==> config.mk <==
export PLATFORM = sky130hd
export DESIGN_NAME = ewsp_top
export DESIGN_NICKNAME = d
export VERILOG_FILES = /design/src/common/ewsp_pkg.sv /design/src/rtl/ewsp_sync2.sv /design/src/rtl/ewsp_wait_timer.sv /design/src/rtl/ewsp_top.sv
export SDC_FILE = /design/constraint.sdc
export NUM_CORES = 1
export LEC_CHECK = 0
export ABC_CLOCK_PERIOD_IN_PS = 2400
export BUFFER_PORTS_ARGS = -buffer_cell sky130_fd_sc_hd__buf_4
export CORE_ASPECT_RATIO = 1.4
export CORE_MARGIN = 2
export CORE_UTILIZATION = 44
export DETAILED_ROUTE_END_ITERATION = 8
export PLACE_DENSITY = 0.76
export SLEW_MARGIN = 0
export SYNTH_ARGS = -nofsm -noshare
export SYNTH_HDL_FRONTEND = slang
export SYNTH_SLANG_ARGS = --single-unit
export TNS_END_PERCENT = 100
==> constraint.sdc <==
create_clock -name clk -period 2.4 [get_ports clk]
set_clock_uncertainty 0.2 [all_clocks]
set_input_delay 0.24 -clock clk [delete_from_list [all_inputs] [get_ports clk]]
set_output_delay 0.24 -clock clk [all_outputs]
set_load 0.05 [all_outputs]
==> src/common/ewsp_pkg.sv <==
package ewsp_pkg;
  // bus and field widths
  localparam int EWSP_AW = 16;
  localparam int EWSP_XAW = 20;
  localparam int EWSP_PGW = 4;
  localparam int EWSP_FW = 3;
  localparam int EWSP_CW = 4;
  // memory-mapped register addresses in data space
  localparam logic [15:0] EWSP_PAGE_OFS = 16'h001E;
  localparam logic [15:0] EWSP_WSEL_OFS = 16'h0028;
  localparam logic [15:0] EWSP_WCTL_OFS = 16'h002B;
  // reset values: seven waits in every range, no doubling, page zero
  localparam logic [15:0] EWSP_WSEL_RST = 16'h7FFF;
  localparam logic [15:0] EWSP_WCTL_RST = 16'h0000;
  localparam logic [3:0] EWSP_PAGE_RST = 4'h0;
  localparam logic [15:0] EWSP_ZERO16 = 16'h0000;
  localparam logic [3:0] EWSP_ZERO4 = 4'h0;
  // wait-select field positions
  localparam int EWSP_XPA_BIT = 15;
  localparam int EWSP_IO_LSB = 12;
  localparam int EWSP_DHI_LSB = 9;
  localparam int EWSP_DLO_LSB = 6;
  localparam int EWSP_PHI_LSB = 3;
  localparam int EWSP_PLO_LSB = 0;
  localparam int EWSP_FIELDS_MSB = 14;
  localparam int EWSP_DBL_BIT = 0;
  // address decode
  localparam int EWSP_HALF_BIT = 15;
  localparam logic [1:0] EWSP_OVL_TOP = 2'h0;
  localparam logic [15:0] EWSP_DATA_INT_LIM = 16'h4000;
  localparam logic [3:0] EWSP_WAIT_MAX = 4'hE;

  typedef enum logic [1:0] {EWSP_SP_PROG, EWSP_SP_DATA, EWSP_SP_IO} ewsp_space_e;

  function automatic logic [2:0] ewsp_field(input logic [15:0] sel, input int lsb);
    ewsp_field = sel[lsb +: EWSP_FW];
  endfunction : ewsp_field

  // selected base count, optionally doubled
  function automatic logic [3:0] ewsp_waits(input logic [15:0] sel, input logic dbl,
                                            input ewsp_space_e sp, input logic hi_half);
    logic [2:0] base;
    base = ewsp_field(sel, EWSP_PLO_LSB);
    case (sp)
      EWSP_SP_IO: base = ewsp_field(sel, EWSP_IO_LSB);
      EWSP_SP_DATA: base = hi_half ? ewsp_field(sel, EWSP_DHI_LSB) : ewsp_field(sel, EWSP_DLO_LSB);
      default: begin
        if (!sel[EWSP_XPA_BIT] && hi_half) begin
          base = ewsp_field(sel, EWSP_PHI_LSB);
        end
      end
    endcase
    ewsp_waits = dbl ? {base, 1'b0} : {1'b0, base};
  endfunction : ewsp_waits
endpackage : ewsp_pkg

==> src/rtl/ewsp_sync2.sv <==
`timescale 1ns/1ps
module ewsp_sync2 (
  input wire logic clk,
  input wire logic sys_rst,
  input wire logic din,
  output logic dout
);
  logic meta;

  // two-stage synchroniser for an asynchronous pin
  always_ff @(posedge clk or posedge sys_rst) begin
    if (sys_rst) begin
      meta <= 1'b0;
      dout <= 1'b0;
    end else begin
      meta <= din;
      dout <= meta;
    end
  end
endmodule : ewsp_sync2

==> src/rtl/ewsp_wait_timer.sv <==
`timescale 1ns/1ps
module ewsp_wait_timer
  import ewsp_pkg::*;
(
  input wire logic clk,
  input wire logic sys_rst,
  input wire logic gate_on,
  input wire logic load,
  input wire logic [EWSP_CW-1:0] load_val,
  output logic expired
);
  logic [EWSP_CW-1:0] cnt;

  // down counter; frozen while its clock is gated off, which saves power
  always_ff @(posedge clk or posedge sys_rst) begin
    if (sys_rst) begin
      cnt <= EWSP_ZERO4;
    end else if (load) begin
      cnt <= load_val;
    end else if (gate_on && cnt != EWSP_ZERO4) begin
      cnt <= cnt - 4'h1;
    end
  end

  assign expired = (cnt == EWSP_ZERO4);
endmodule : ewsp_wait_timer

==> src/rtl/ewsp_top.sv <==
// Functional notes
// - each external cycle stretches by programmed waits, never more than fourteen.
// - all wait fields zero switches the wait generator clock off.
// - wait select low fifteen bits hold five three-bit base counts.
// - after reset every external range gets seven wait states.
// - bits 14..12 time every I/O access.
// - bits 11..9 time external data accesses in upper data half.
// - bits 8..6 time external data accesses in lower data half.
// - extended bit clear, bits 5..3 time upper half of any page.
// - extended bit clear, bits 2..0 time lower half of any page.
// - extended bit set, bits 2..0 time all program space, 5..3 ignored.
// - doubler bit doubles base counts when set; resets to zero.
// - wait control bits 15..1 read zero and ignore writes.
// - twenty program address lines, sixteen pages of 64K words.
// - page register at data address 001Eh, cleared by reset.
// - far branch, call and return, and software writes to 001Eh, change the page register.
// - table read and write form a twenty-bit address from the accumulator.
// - overlay set maps lower 16K of every page to on-chip RAM.
// - on-chip RAM at data 0080h..3FFFh, in program space only with overlay.
`timescale 1ns/1ps
module ewsp_top
  import ewsp_pkg::*;
(
  input wire logic clk,
  input wire logic sys_rst,
  input wire logic [ewsp_pkg::EWSP_AW-1:0] mmr_addr,
  input wire logic mmr_wr,
  input wire logic mmr_rd,
  input wire logic [15:0] mmr_wdata,
  output logic [15:0] mmr_rdata,
  input wire logic ram_overlay_bit,
  input wire logic far_load,
  input wire logic [ewsp_pkg::EWSP_PGW-1:0] far_page,
  input wire logic acc_req,
  input wire ewsp_pkg::ewsp_space_e acc_space,
  input wire logic [ewsp_pkg::EWSP_AW-1:0] acc_addr,
  input wire logic acc_we,
  input wire logic acc_table,
  input wire logic [ewsp_pkg::EWSP_XAW-1:0] acc_xaddr,
  output logic acc_busy,
  output logic acc_done,
  output logic acc_internal,
  output logic [ewsp_pkg::EWSP_PGW-1:0] prog_page,
  output logic [ewsp_pkg::EWSP_XAW-1:0] ext_addr,
  output ewsp_pkg::ewsp_space_e ext_space,
  output logic ext_strb_n,
  output logic ext_we_n,
  input wire logic ext_ready,
  output logic wsg_clk_on
);
  import ewsp_pkg::*;

  typedef enum logic [1:0] {EWSP_IDLE, EWSP_WAIT, EWSP_INT} ewsp_state_e;

  ewsp_state_e state;
  ewsp_state_e next_state;
  logic [15:0] wait_sel;
  logic wait_count_doubler;
  logic ready_s;
  logic expired;
  logic take;
  logic [EWSP_XAW-1:0] next_xaddr;
  logic next_internal;
  logic [EWSP_CW-1:0] next_waits;
  logic fields_zero;
  logic [15:0] rd_mux;

  assign take = acc_req && (state == EWSP_IDLE);
  assign fields_zero = (wait_sel[EWSP_FIELDS_MSB:0] == 15'h0000);

  // ready pin comes from off chip, so it is synchronised first
  ewsp_sync2 u_rdy_sync (
    .clk(clk),
    .sys_rst(sys_rst),
    .din(ext_ready),
    .dout(ready_s)
  );

  // the wait counter only ticks while its gated clock is running
  ewsp_wait_timer u_timer (
    .clk(clk),
    .sys_rst(sys_rst),
    .gate_on(wsg_clk_on),
    .load(take),
    .load_val(next_waits),
    .expired(expired)
  );

  // program page register, written by software or a far transfer
  always_ff @(posedge clk or posedge sys_rst) begin
    if (sys_rst) begin
      prog_page <= EWSP_PAGE_RST;
    end else if (far_load) begin
      prog_page <= far_page;
    end else if (mmr_wr && mmr_addr == EWSP_PAGE_OFS) begin
      prog_page <= mmr_wdata[EWSP_PGW-1:0];
    end
  end

  // wait select register; reset gives seven waits in every range
  always_ff @(posedge clk or posedge sys_rst) begin
    if (sys_rst) begin
      wait_sel <= EWSP_WSEL_RST;
    end else if (mmr_wr && mmr_addr == EWSP_WSEL_OFS) begin
      wait_sel <= mmr_wdata;
    end
  end

  // wait control: only the doubler bit is stored, the rest is reserved
  always_ff @(posedge clk or posedge sys_rst) begin
    if (sys_rst) begin
      wait_count_doubler <= EWSP_WCTL_RST[EWSP_DBL_BIT];
    end else if (mmr_wr && mmr_addr == EWSP_WCTL_OFS) begin
      wait_count_doubler <= mmr_wdata[EWSP_DBL_BIT];
    end
  end

  // register read mux; unmapped addresses read as zero
  always_comb begin
    rd_mux = EWSP_ZERO16;
    case (mmr_addr)
      EWSP_PAGE_OFS: rd_mux[EWSP_PGW-1:0] = prog_page;
      EWSP_WSEL_OFS: rd_mux = wait_sel;
      EWSP_WCTL_OFS: rd_mux[EWSP_DBL_BIT] = wait_count_doubler;
      default: rd_mux = EWSP_ZERO16;
    endcase
  end

  // read data registered one cycle after the read strobe
  always_ff @(posedge clk or posedge sys_rst) begin
    if (sys_rst) begin
      mmr_rdata <= EWSP_ZERO16;
    end else if (mmr_rd) begin
      mmr_rdata <= rd_mux;
    end
  end

  // gated-clock enable for the wait generator
  always_ff @(posedge clk or posedge sys_rst) begin
    if (sys_rst) begin
      wsg_clk_on <= 1'b1;
    end else begin
      wsg_clk_on <= !fields_zero;
    end
  end

  // address formation, internal decode and wait selection for a new request
  always_comb begin
    next_xaddr = {EWSP_ZERO4, acc_addr};
    next_internal = 1'b0;
    case (acc_space)
      EWSP_SP_PROG: begin
        if (acc_table) begin
          next_xaddr = acc_xaddr;
        end else begin
          next_xaddr = {prog_page, acc_addr};
        end
        // overlay puts RAM in the low 16K of every page
        next_internal = ram_overlay_bit && (next_xaddr[15:14] == EWSP_OVL_TOP);
      end
      EWSP_SP_DATA: next_internal = (acc_addr < EWSP_DATA_INT_LIM);
      default: next_internal = 1'b0;
    endcase
    // field choice per range, then optional doubling
    next_waits = ewsp_waits(wait_sel, wait_count_doubler, acc_space,
                            next_xaddr[EWSP_HALF_BIT]);
  end

  // access sequencer: internal answers next cycle, external waits it out
  always_comb begin
    next_state = state;
    case (state)
      EWSP_IDLE: begin
        if (acc_req) begin
          next_state = next_internal ? EWSP_INT : EWSP_WAIT;
        end
      end
      EWSP_WAIT: begin
        // both the count and the ready pin must agree
        if (expired && ready_s) begin
          next_state = EWSP_IDLE;
        end
      end
      EWSP_INT: next_state = EWSP_IDLE;
      default: next_state = EWSP_IDLE;
    endcase
  end

  always_ff @(posedge clk or posedge sys_rst) begin
    if (sys_rst) begin
      state <= EWSP_IDLE;
    end else begin
      state <= next_state;
    end
  end

  // external bus pins; strobe held low through the whole stretched cycle
  always_ff @(posedge clk or posedge sys_rst) begin
    if (sys_rst) begin
      ext_addr <= {EWSP_ZERO4, EWSP_ZERO16};
      ext_space <= EWSP_SP_PROG;
      ext_strb_n <= 1'b1;
      ext_we_n <= 1'b1;
    end else if (take && !next_internal) begin
      ext_addr <= next_xaddr;
      ext_space <= acc_space;
      ext_strb_n <= 1'b0;
      ext_we_n <= !acc_we;
    end else if (state == EWSP_WAIT && expired && ready_s) begin
      ext_strb_n <= 1'b1;
      ext_we_n <= 1'b1;
    end
  end

  // handshake back to the core
  always_ff @(posedge clk or posedge sys_rst) begin
    if (sys_rst) begin
      acc_busy <= 1'b0;
      acc_done <= 1'b0;
      acc_internal <= 1'b0;
    end else begin
      acc_busy <= (next_state != EWSP_IDLE);
      acc_done <= (state == EWSP_INT) || (state == EWSP_WAIT && expired && ready_s);
      acc_internal <= (state == EWSP_INT);
    end
  end

  // checking helpers: strobe length and expected waits of the current access
  logic [5:0] strb_len;
  logic [EWSP_CW-1:0] exp_waits;
  logic rd_ctl_q;

  always_ff @(posedge clk or posedge sys_rst) begin
    if (sys_rst) begin
      strb_len <= 6'h00;
      exp_waits <= EWSP_ZERO4;
      rd_ctl_q <= 1'b0;
    end else begin
      rd_ctl_q <= mmr_rd && (mmr_addr == EWSP_WCTL_OFS);
      if (take) begin
        exp_waits <= next_waits;
        strb_len <= 6'h00;
      end else if (!ext_strb_n && strb_len != 6'h3F) begin
        strb_len <= strb_len + 6'h01;
      end
    end
  end

  // base count recovered from the selected waits, so field checks stay independent
  logic [EWSP_FW-1:0] sel_base;
  always_comb begin
    sel_base = next_waits[EWSP_FW-1:0];
    if (wait_count_doubler) begin
      sel_base = next_waits[EWSP_CW-1:1];
    end
  end

  a_wait_max_sel: assert property (
    @(posedge clk) disable iff (sys_rst)
    take |-> (next_waits <= EWSP_WAIT_MAX) &&
      (wait_count_doubler ? !next_waits[0] : !next_waits[EWSP_CW-1]))
    else $error("wait count above limit or wrongly doubled");

  a_strobe_stretch: assert property (
    @(posedge clk) disable iff (sys_rst)
    (acc_done && !acc_internal) |-> (strb_len >= {2'b00, exp_waits}))
    else $error("external strobe shorter than programmed waits");

  a_done_ready: assert property (
    @(posedge clk) disable iff (sys_rst)
    (acc_done && !acc_internal) |-> $past(ready_s) && $rose(ext_strb_n))
    else $error("external access ended without ready");

  a_gate_frozen: assert property (
    @(posedge clk) disable iff (sys_rst)
    (!wsg_clk_on && state == EWSP_WAIT && !take) |=> $stable(expired))
    else $error("wait counter moved with its clock gated off");

  a_page_hold: assert property (
    @(posedge clk) disable iff (sys_rst)
    (!far_load && !(mmr_wr && mmr_addr == EWSP_PAGE_OFS)) |=> $stable(prog_page))
    else $error("page register changed without a far transfer");

  a_page_far: assert property (
    @(posedge clk) disable iff (sys_rst)
    (far_load ##1 take && acc_space == EWSP_SP_PROG && !acc_table && !next_internal)
      |=> ext_addr[EWSP_XAW-1:EWSP_AW] == $past(far_page, 2))
    else $error("program address not on the far page");

  a_ctl_reserved: assert property (
    @(posedge clk) disable iff (sys_rst)
    rd_ctl_q |-> (mmr_rdata[15:1] == 15'h0000))
    else $error("reserved control bits read nonzero");

  a_overlay_int: assert property (
    @(posedge clk) disable iff (sys_rst)
    (take && acc_space == EWSP_SP_PROG && ram_overlay_bit &&
     next_xaddr[15:14] == EWSP_OVL_TOP) |=> ##1 (acc_done && acc_internal && ext_strb_n))
    else $error("overlay access went to the external bus");

  a_table_addr: assert property (
    @(posedge clk) disable iff (sys_rst)
    (take && acc_space == EWSP_SP_PROG && acc_table && !next_internal)
      |=> (ext_addr == $past(acc_xaddr)) && !ext_strb_n)
    else $error("table access address not from accumulator");

  a_busy_done: assert property (
    @(posedge clk) disable iff (sys_rst)
    acc_done |-> !acc_busy)
    else $error("busy still high at access end");

  a_strobe_held: assert property (
    @(posedge clk) disable iff (sys_rst)
    (state == EWSP_WAIT && !(expired && ready_s)) |=> !ext_strb_n && acc_busy)
    else $error("strobe released before the access ended");

  a_io_field: assert property (
    @(posedge clk) disable iff (sys_rst)
    (take && acc_space == EWSP_SP_IO)
      |-> (sel_base == wait_sel[EWSP_IO_LSB +: EWSP_FW]))
    else $error("I/O access not timed by its own field");

  a_dhi_field: assert property (
    @(posedge clk) disable iff (sys_rst)
    (take && acc_space == EWSP_SP_DATA && acc_addr[EWSP_HALF_BIT])
      |-> (sel_base == wait_sel[EWSP_DHI_LSB +: EWSP_FW]))
    else $error("upper data access not timed by its own field");

  a_dlo_field: assert property (
    @(posedge clk) disable iff (sys_rst)
    (take && acc_space == EWSP_SP_DATA && !acc_addr[EWSP_HALF_BIT])
      |-> (sel_base == wait_sel[EWSP_DLO_LSB +: EWSP_FW]))
    else $error("lower data access not timed by its own field");

  a_phi_field: assert property (
    @(posedge clk) disable iff (sys_rst)
    (take && acc_space == EWSP_SP_PROG && !wait_sel[EWSP_XPA_BIT] && next_xaddr[EWSP_HALF_BIT])
      |-> (sel_base == wait_sel[EWSP_PHI_LSB +: EWSP_FW]))
    else $error("upper program access not timed by its own field");

  a_plo_field: assert property (
    @(posedge clk) disable iff (sys_rst)
    (take && acc_space == EWSP_SP_PROG && !wait_sel[EWSP_XPA_BIT] && !next_xaddr[EWSP_HALF_BIT])
      |-> (sel_base == wait_sel[EWSP_PLO_LSB +: EWSP_FW]))
    else $error("lower program access not timed by its own field");

  a_xpa_field: assert property (
    @(posedge clk) disable iff (sys_rst)
    (take && acc_space == EWSP_SP_PROG && wait_sel[EWSP_XPA_BIT])
      |-> (sel_base == wait_sel[EWSP_PLO_LSB +: EWSP_FW]))
    else $error("extended program access not timed by the low field");

  a_data_int: assert property (
    @(posedge clk) disable iff (sys_rst)
    (take && acc_space == EWSP_SP_DATA && acc_addr < EWSP_DATA_INT_LIM)
      |=> ext_strb_n ##1 (acc_done && acc_internal))
    else $error("on-chip data access went to the external bus");
endmodule : ewsp_top

==> results of run 1 <==
==> critical path, cell delays in order <==
cell and delay, ns:
buf_4 0.12, nor4_4 0.30, nand3_1 0.14, or4_1 0.63
mux2i_1 0.20, o21ai_0 0.10, dlygate4sd3_1 0.57
==> cell usage after synthesis (2+ instances only) <==
cell,instances
clkbuf_1,8
nor2_1,11
a22oi_1,3
o21ai_1,4
buf_2,8
inv_1,19
and2_1,2
dfrtp_1,55
nor3b_1,2
a21oi_1,8
nand3_1,19
ha_1,5
mux2_2,11
mux2_4,10
nand2_1,42
mux2i_1,20
a31oi_1,4
dfstp_2,18
nor4_1,3
o21ai_0,40
o22ai_1,2
nor2b_1,3
nor3_1,5
nand4_1,2
==> kinds of logic after synthesis <==
logic type / synth area share (%)
and+or+nand+nor: 15.5
AOI/OAI and AO/OA: 12.1
DFF: 52.6
muxes: 13.5
buffers and inverters: 4.34
adders and majority gates: 1.78
xor gates and xnor gates: 0.249
==> stage by stage <==
step	cell area [µm²]	utilization, %
final	5260	67.9
after global routing	5260	67.9
after CTS	5260	67.8
after detailed placement	4630	59.7
after global placement	4630	59.7
after floorplan	3520	-
==> report_power, final <==
part	leakage, µW	internal, µW	switching [µW]	total (µW)
Clock	0.0000911	426	450	875
Sequential	0.000911	1250	15.9	1260
Combinational	0.00145	201	175	376
==> cell usage in the layout, fill, tap and decap left out, types with 3 or more instances in the layout <==
cell type	Yosys	routed
clkinv_2	0	3
a21oi_1	8	8
buf_4	0	134
dlygate4sd3_1	0	45
a22oi_1	3	3
o21ai_0	40	40
nor3_1	5	4
dfrtp_1	55	55
nor4_1	3	3
nor2_1	11	11
o21ai_1	4	4
mux2i_1	20	20
mux2_2	11	11
nand3_1	19	19
ha_1	5	5
a31oi_1	4	4
nand2_1	42	42
mux2_4	10	10
dfstp_2	18	18
nor2b_1	3	3
clkbuf_8	0	11
inv_1	19	18
==> flip-flops by register name (all words and copies together) (netlist names), 2 cells and up <==
| register | cells |
|---|---|
| ext_addr | 20 |
| prog_page | 4 |
| ext_space | 2 |
| state | 2 |
| mmr_rdata | 16 |
| wait_sel | 16 |
| u_timer.cnt | 4 |
==> metal layers <==
| metal | global-route usage, % | wire length, µm | vias up |
|---|---|---|---|
| li1 | - | - | 1524 |
| met1 | 26.0 | 3650 | 1502 |
| met2 | 40.0 | 4970 | 137 |
| met3 | 4.02 | 689 | 20 |
| met4 | 9.73 | 225 | 0 |
| met5 | 0 | 0 | - |
==> cell type report <==
class,instances,area (µm²)
Fill cell,583,2490
Sequential cell,73,1850
Multi-Input combinational cell,223,1540
Timing Repair Buffer,181,1500
Clock buffer,11,151
Tap cell,100,125
Inverter,19,71.3
Clock inverter,5,30.0
==> worst paths after layout <==
| kind | startpoint | endpoint | cells after the start |
|---|---|---|---|
| worst min-delay path | acc_req | acc_busy | 3 |
| worst min register to register | u_rdy_sync.meta | u_rdy_sync.dout | 0 |
| worst max register to register | u_timer.cnt[0] | u_timer.cnt[2] | 7 |
| max in group asynchronous | sys_rst | wait_sel[1] | 4 |
| min in group asynchronous | sys_rst | ext_addr[1] | 4 |
| worst max-delay path | mmr_addr[9] | prog_page[1] | 7 |
==> timing repair <==
| item | in CTS | in global routing |
|---|---|---|
| gates resized for setup | 0 | 1 |
| endpoints found under the setup margin | 0 | 2 |
| endpoints found under the hold margin | 87 | 0 |
| hold buffers | 45 | 0 |
==> results.md, run 1 <==
- Status: completed
- Clock root buffer: clkbuf_8
- Placed Instances: 551
- Detailed Route Iter0 Violations: 123
- Via count: 3183
- Yosys warnings: 0
- Final worst slack: 0.134 ns
- GR Overflow Total: 0
- Maximum VDD drop: 0.352 mV
- Post-synth EDFFs: 0
- Minimum clock period: 2.27 ns
- Sequential area share after synthesis: between 50% and 60%
- Total track usage: 22.4%
- Htree depth: 3
- Routability Congestion: 0.786
- # port buffers: approximately 130
- DIE WIDTH: 79.6 µm
- Layout cells sized above 1: 39.3%
- Core Region: approximately 7700 µm²
- Synth unique cells: 52
- Drt via density: 5.20
- P&R area growth vs syn: 49.6%
- Main flop type after synthesis: dfrtp_1
- Vias in the first global route: between 3000 and 4000
- Pleak: 0.00246 µW
- Die Ht: 110 µm
- Synth area leaders: dfrtp_1 (39%), dfstp_2 (13%), mux2i_1 (5.7%)
- Layout Cells excl Fill: about 600
- Slew margin rel.: 68.6%
- Max_cap viols: 0
- Clk pin slew, worst setup/hold paths: roughly 0.08 ns
- Clk Latency, worst-skew pair: 0.35 ns
- Wire per inst: 15.6 µm
- Antenna violations before repair: 0
- DR pass1 iterations: 5
- Unrepaired setup endpoints after global routing: false
- Final setup viols: 0
- Peak Freq: 0.441 GHz
- Top Ports: 132
- Area share of the largest cell type after synthesis: 39.1%
- Post-synth ARST share: 100%
- Startpoint Class: primary input
- Power density over cell area: roughly 480 nW/µm²
- Die ar.: about 8700 µm²
- Aggregate negative setup slack: 0 ns
- CP Capture Type: register
- TritonCTS Sinks: 73
- Syn avg cell area: 10.6 µm²
- CTS tree: done
- Setup Crit Path Kind: primary input to register
- Worst Path Arrival: 2.29 ns
- Fin. Hold Viols: 0
- Setup bufs post-CTS: 0
- Final Slew Violations: 0
- Num CTS Buffers: 9
- Bufs on Longest Clock Path: 2
- DRC: 0
- Total power: 2510 µW
- CP required: approximately 2.4 ns
- Cells after synthesis: ~330
- Worst R2R Setup Slack: 0.34 ns
- Nets: 596
- Final period util: 94.4%
- FF+latch count, synth: 73
- Mapped Nets: 421
- Initial Utilization: 45.4%
- Final wirelength: ~9.5 mm
- Dpl hpwl: 6.63 mm
- Netlist Area Pre-Place: 3520 µm²
- Worst-path maximum fanout: 4
- First-pass GRT wire length: 15.0 mm
- Largest net degree at the start of global routing: 74
- Fin Hold WS: about 0.0014 ns
- Post-route ant nets: 0
- Slew @ Worst Pin: around 0.47 ns
- # rows: 38
- Dpl ws: 0.150 ns
- Synth area leader: dfrtp_1
- HP Class: primary input to register
- ANT cells: 0
Power figures use the tool's default switching activity.
==> run 2, diff against run 1 <==
--- a/config.mk
+++ b/config.mk
@@ -9,11 +9,12 @@
 export BUFFER_PORTS_ARGS = -buffer_cell sky130_fd_sc_hd__buf_4
 export CORE_ASPECT_RATIO = 1.4
 export CORE_MARGIN = 2
-export CORE_UTILIZATION = 44
+export CORE_UTILIZATION = 45
 export DETAILED_ROUTE_END_ITERATION = 8
-export PLACE_DENSITY = 0.76
+export PLACE_DENSITY = 0.77
 export SLEW_MARGIN = 0
 export SYNTH_ARGS = -nofsm -noshare
 export SYNTH_HDL_FRONTEND = slang
+export SYNTH_HIERARCHICAL = 1
 export SYNTH_SLANG_ARGS = --single-unit
 export TNS_END_PERCENT = 100
==> run 2 against run 1 <==
  * Worst setup slack better by 0.13 ns
  * Die area is 1.1% higher
  * Final cell count decreased by 4.7%
  * Critical endpoint is now wait_sel[13]
  * Critical path type unchanged
  * Routed wire length is 4.5% higher
  * Non-clock buffer count decreased by 10
==> results.md, run 2 <==
- GR Overflow Total: 0 (unchanged)
- Slew margin rel.: 56.6% (-12 points)
- Minimum clock period: 2.14 ns (-0.126 ns)
- Worst reg2reg path startpoint: wait_sel[15]
- Most common cell after layout, fill and taps aside: buf_4
- CP delay by family, top: simple AND/OR/NAND/NOR gates
- Worst Hold Path Cells: 3 (unchanged)
- Initial Utilization: 46.7% (+1.3 points)
- P&R area growth vs syn: 44.2%
- Reg area: 1850 µm² (unchanged)
- Most frequent cells in the layout: buf_4 (144), mux2_2 (55), dfrtp_1 (55)
- Power density over cell area: 845 nW/µm² (+77%)
- DRC: 0 (unchanged)
- Peak Freq: 0.467 GHz (+5.9%)
- Drt via density: 5.43 (+4.4%)
- TritonCTS Sinks: 73 (unchanged)
- Critical-path top delay cell: or4_1
- Most numerous cell on the critical path: buf_4
- CP required: 2.48 ns (+0.05 ns)
- Largest net degree at the start of global routing: 40 (-46%)
- Pleak: 0.00253 µW (+2.9%)
- Regs by FF count: ext_addr (20), mmr_rdata (16), wait_sel (16)
- Syn avg cell area: 11.8 µm² (+11%)
- CTS tree: done
- Synth area leader: dfrtp_1
- Fin. Hold Viols: 0 (unchanged)
- R2R depth: 6 (-1)
- Mux contribution to synthesized area: 18.7% (+5.2 points)
- FF+latch count, synth: 73 (unchanged)
- Detailed Route Iter0 Violations: 245 (+99%)
- Final wirelength: 9.97 mm (+4.5%)
- Worst Hold Launch: far_load
- Largest register FFs: 20 (unchanged)
- Synth unique cells: 51 (-1.9%)
- Max_cap viols: 0 (unchanged)
- Setup Crit Path Kind: primary input to register
- Nets: 566 (-5.0%)
- Routability Congestion: 0.796 (+1.4%)
- Post-Synth Simple-Gate Area: 13.7% (-1.9 points)
- Synth top cells by count: dfrtp_1 (55), mux2_2 (55), dfstp_2 (18)
- Largest family of logic cells by synthesized area: multiplexers
- Core Region: 7800 µm² (+0.61%)
- CP Capture Type: register
- Worst-path maximum fanout: 11 (+7)
- First-pass GRT wire length: 15.7 mm (+4.6%)
- Wire per inst: 17.1 µm (+9.7%)
- Total track usage: 23.4% (+1.0 points)
- Clk Latency, worst-skew pair: 0.35 ns (about the same)
- Synth area leaders: dfrtp_1 (38%), mux2_2 (17%), dfstp_2 (13%)
- Biggest register: ext_addr
- Worst R2R Setup Slack: 0.48 ns (+0.14 ns)
- # rows: 38 (unchanged)
- Aggregate negative setup slack: 0 ns (unchanged)
- Dpl hpwl: 7.20 mm (+8.6%)
- Area share of the largest cell type after synthesis: 37.8% (-1.3 points)
- Maximum VDD drop: 0.854 mV (+140%)
- Clock root buffer: clkbuf_8
- Num CTS Buffers: 9 (unchanged)
- Filler cells: 613 (+5.1%)
- Synth Area in Compound Gates: 12.4% (+0.29 points)
- Startpoint Class: primary input
- Cells after synthesis: 309 (-6.9%)
- HP Class: primary input to register
- ANT cells: 0 (unchanged)
- Status: completed
- Post-synth EDFFs: 0 (unchanged)
- Post-route cell area: 5250 µm² (-0.31%)
- Bufs on Longest Clock Path: 2 (unchanged)
- CP max stage delay: 0.56 ns (-0.07 ns)
- Via count: 3167 (-0.50%)
- CP Buf/Inv Count: 2 (unchanged)
- Final Slew Violations: 0 (unchanged)
- Dpl cell area: 4810 µm² (+4.0%)
- Area of the multi-input gates: 1680 µm² (+9.4%)
- Clk pin slew, worst setup/hold paths: 0.07 ns (about the same)
- Core Util, Final: 67.3% (-0.62 points)
- Slew @ Worst Pin: 0.650 ns (+0.182 ns)
- Post-route ant nets: 0 (unchanged)
- Mapped Nets: 397 (-5.7%)
- Final setup viols: 0 (unchanged)
- Unrepaired setup endpoints after global routing: false
- RR Endpoint: u_timer/cnt[0]
- Die Ht: 110 µm (+0.54%)
- # port buffers: 131 (unchanged)
- Vias in the first global route: 3224 (+0.50%)
- Main flop type after synthesis: dfrtp_1
- DR pass1 iterations: 4 (-1)
- Worst Path Arrival: 2.22 ns (-0.07 ns)
- Antenna violations before repair: 0 (unchanged)
- Netlist Area Pre-Place: 3640 µm² (+3.4%)
- Final period util: 89.1% (-5.3 points)
- Layout cells sized above 1: 50.9% (+12 points)
- Sequential area share after synthesis: 50.8% (-1.7 points)
- WHS Endpoint: prog_page[1]
- Htree depth: 3 (unchanged)
- Crit-path cells: buf_4 -> or4_4 -> or4_1 -> nor3_4 -> buf_4 -> mux2_2
- Top Ports: 132 (unchanged)
- DIE WIDTH: 80.0 µm (+0.53%)
- Post-synthesis xor/xnor area fraction: 0% (-0.25 points)
- Post-Synth Adder-Cell Area: 1.38% (-0.40 points)
- Post-cts gate resize count: 0 (unchanged)
- Yosys warnings: 6 (+6)
- Post-synth ARST share: 100% (unchanged)
- Die ar.: 8830 µm² (+1.1%)
run 2: cell types whose count changed after synthesis, moves of 9 or more:
cell / change
nand3_1: -16
nand2_1: -26
nor2b_1: +9
mux2i_1: -14
mux2_4: -10
a22o_1: +12
mux2_2: +44
o21ai_0: -35
run 2: where the power goes:
part           internal (µW)  total, µW  switching (µW)
registers               1490       1640             148
clock network            427        860             433
logic                    719       1930            1210
total                   2640       4440            1800
run 2: layout make-up:
class,instances,share of cell area [%]
clock buffers,13,3.03
well taps,100,2.38
repair buffers,171,25.9
inverters,14,1.00
clock inverters,3,0.286
flip-flops and latches,73,35.2
multi-input cells,209,32.1
run 2: worst min-delay path: stages:
cell	delay [ns]
buf_4	0.12
nor2b_1	0.13
a21oi_1	0.04
run 2: how the worst max path moves through the flow:
stage | startpoint | end | slack, ns | cells after the start
after floorplan | mmr_addr[13] | wait_sel[15] | -0.12 | 6
after global placement | mmr_addr[13] | wait_sel[8] | -0.08 | 6
after detailed placement | mmr_addr[13] | wait_sel[11] | -0.10 | 6
after CTS | mmr_addr[13] | wait_sel[11] | 0.27 | 6
after global routing | mmr_addr[13] | wait_sel[13] | 0.22 | 6
final | mmr_addr[13] | wait_sel[13] | 0.26 | 6
run 2: routing by layer:
metal	share of wire, %	vias up	track usage (%)
li1	-	1478	-
met1	36	1566	27.0
met2	56	101	41.6
met3	4.3	22	4.23
met4	2.9	0	11.0
met5	0	-	0
run 2: cells by family after synthesis:
group	Yosys count
AND/OR/NAND/NOR	84
multiplexers	61
adder cells (fa/ha/maj)	4
AO/OA/AOI/OAI	60
flip-flops	73
buffers and inverters	27
run 2: through the flow:
step / cells / setup slack [ns] / total power [µW] / hold WS (ns)
6_report: 583 / 0.261 / 4440 / 0.0169
5_1_grt: 583 / 0.222 / 4660 / 0.0236
4_1_cts: 583 / 0.274 / 4460 / 0.0104
3_5_place_dp: 541 / -0.102 / 3570 / -0.0704
3_3_place_gp: 541 / -0.0786 / 3520 / -0.0737
2_1_floorplan: 309 / -0.122 / 2930 / -0.219
run 2: repair_timing:
| item | in CTS | in global routing |
|---|---|---|
| setup buffers | 0 | 0 |
| setup endpoints to repair | 0 | 0 |
| hold buffers | 26 | 0 |
| endpoints found under the hold margin | 58 | 0 |
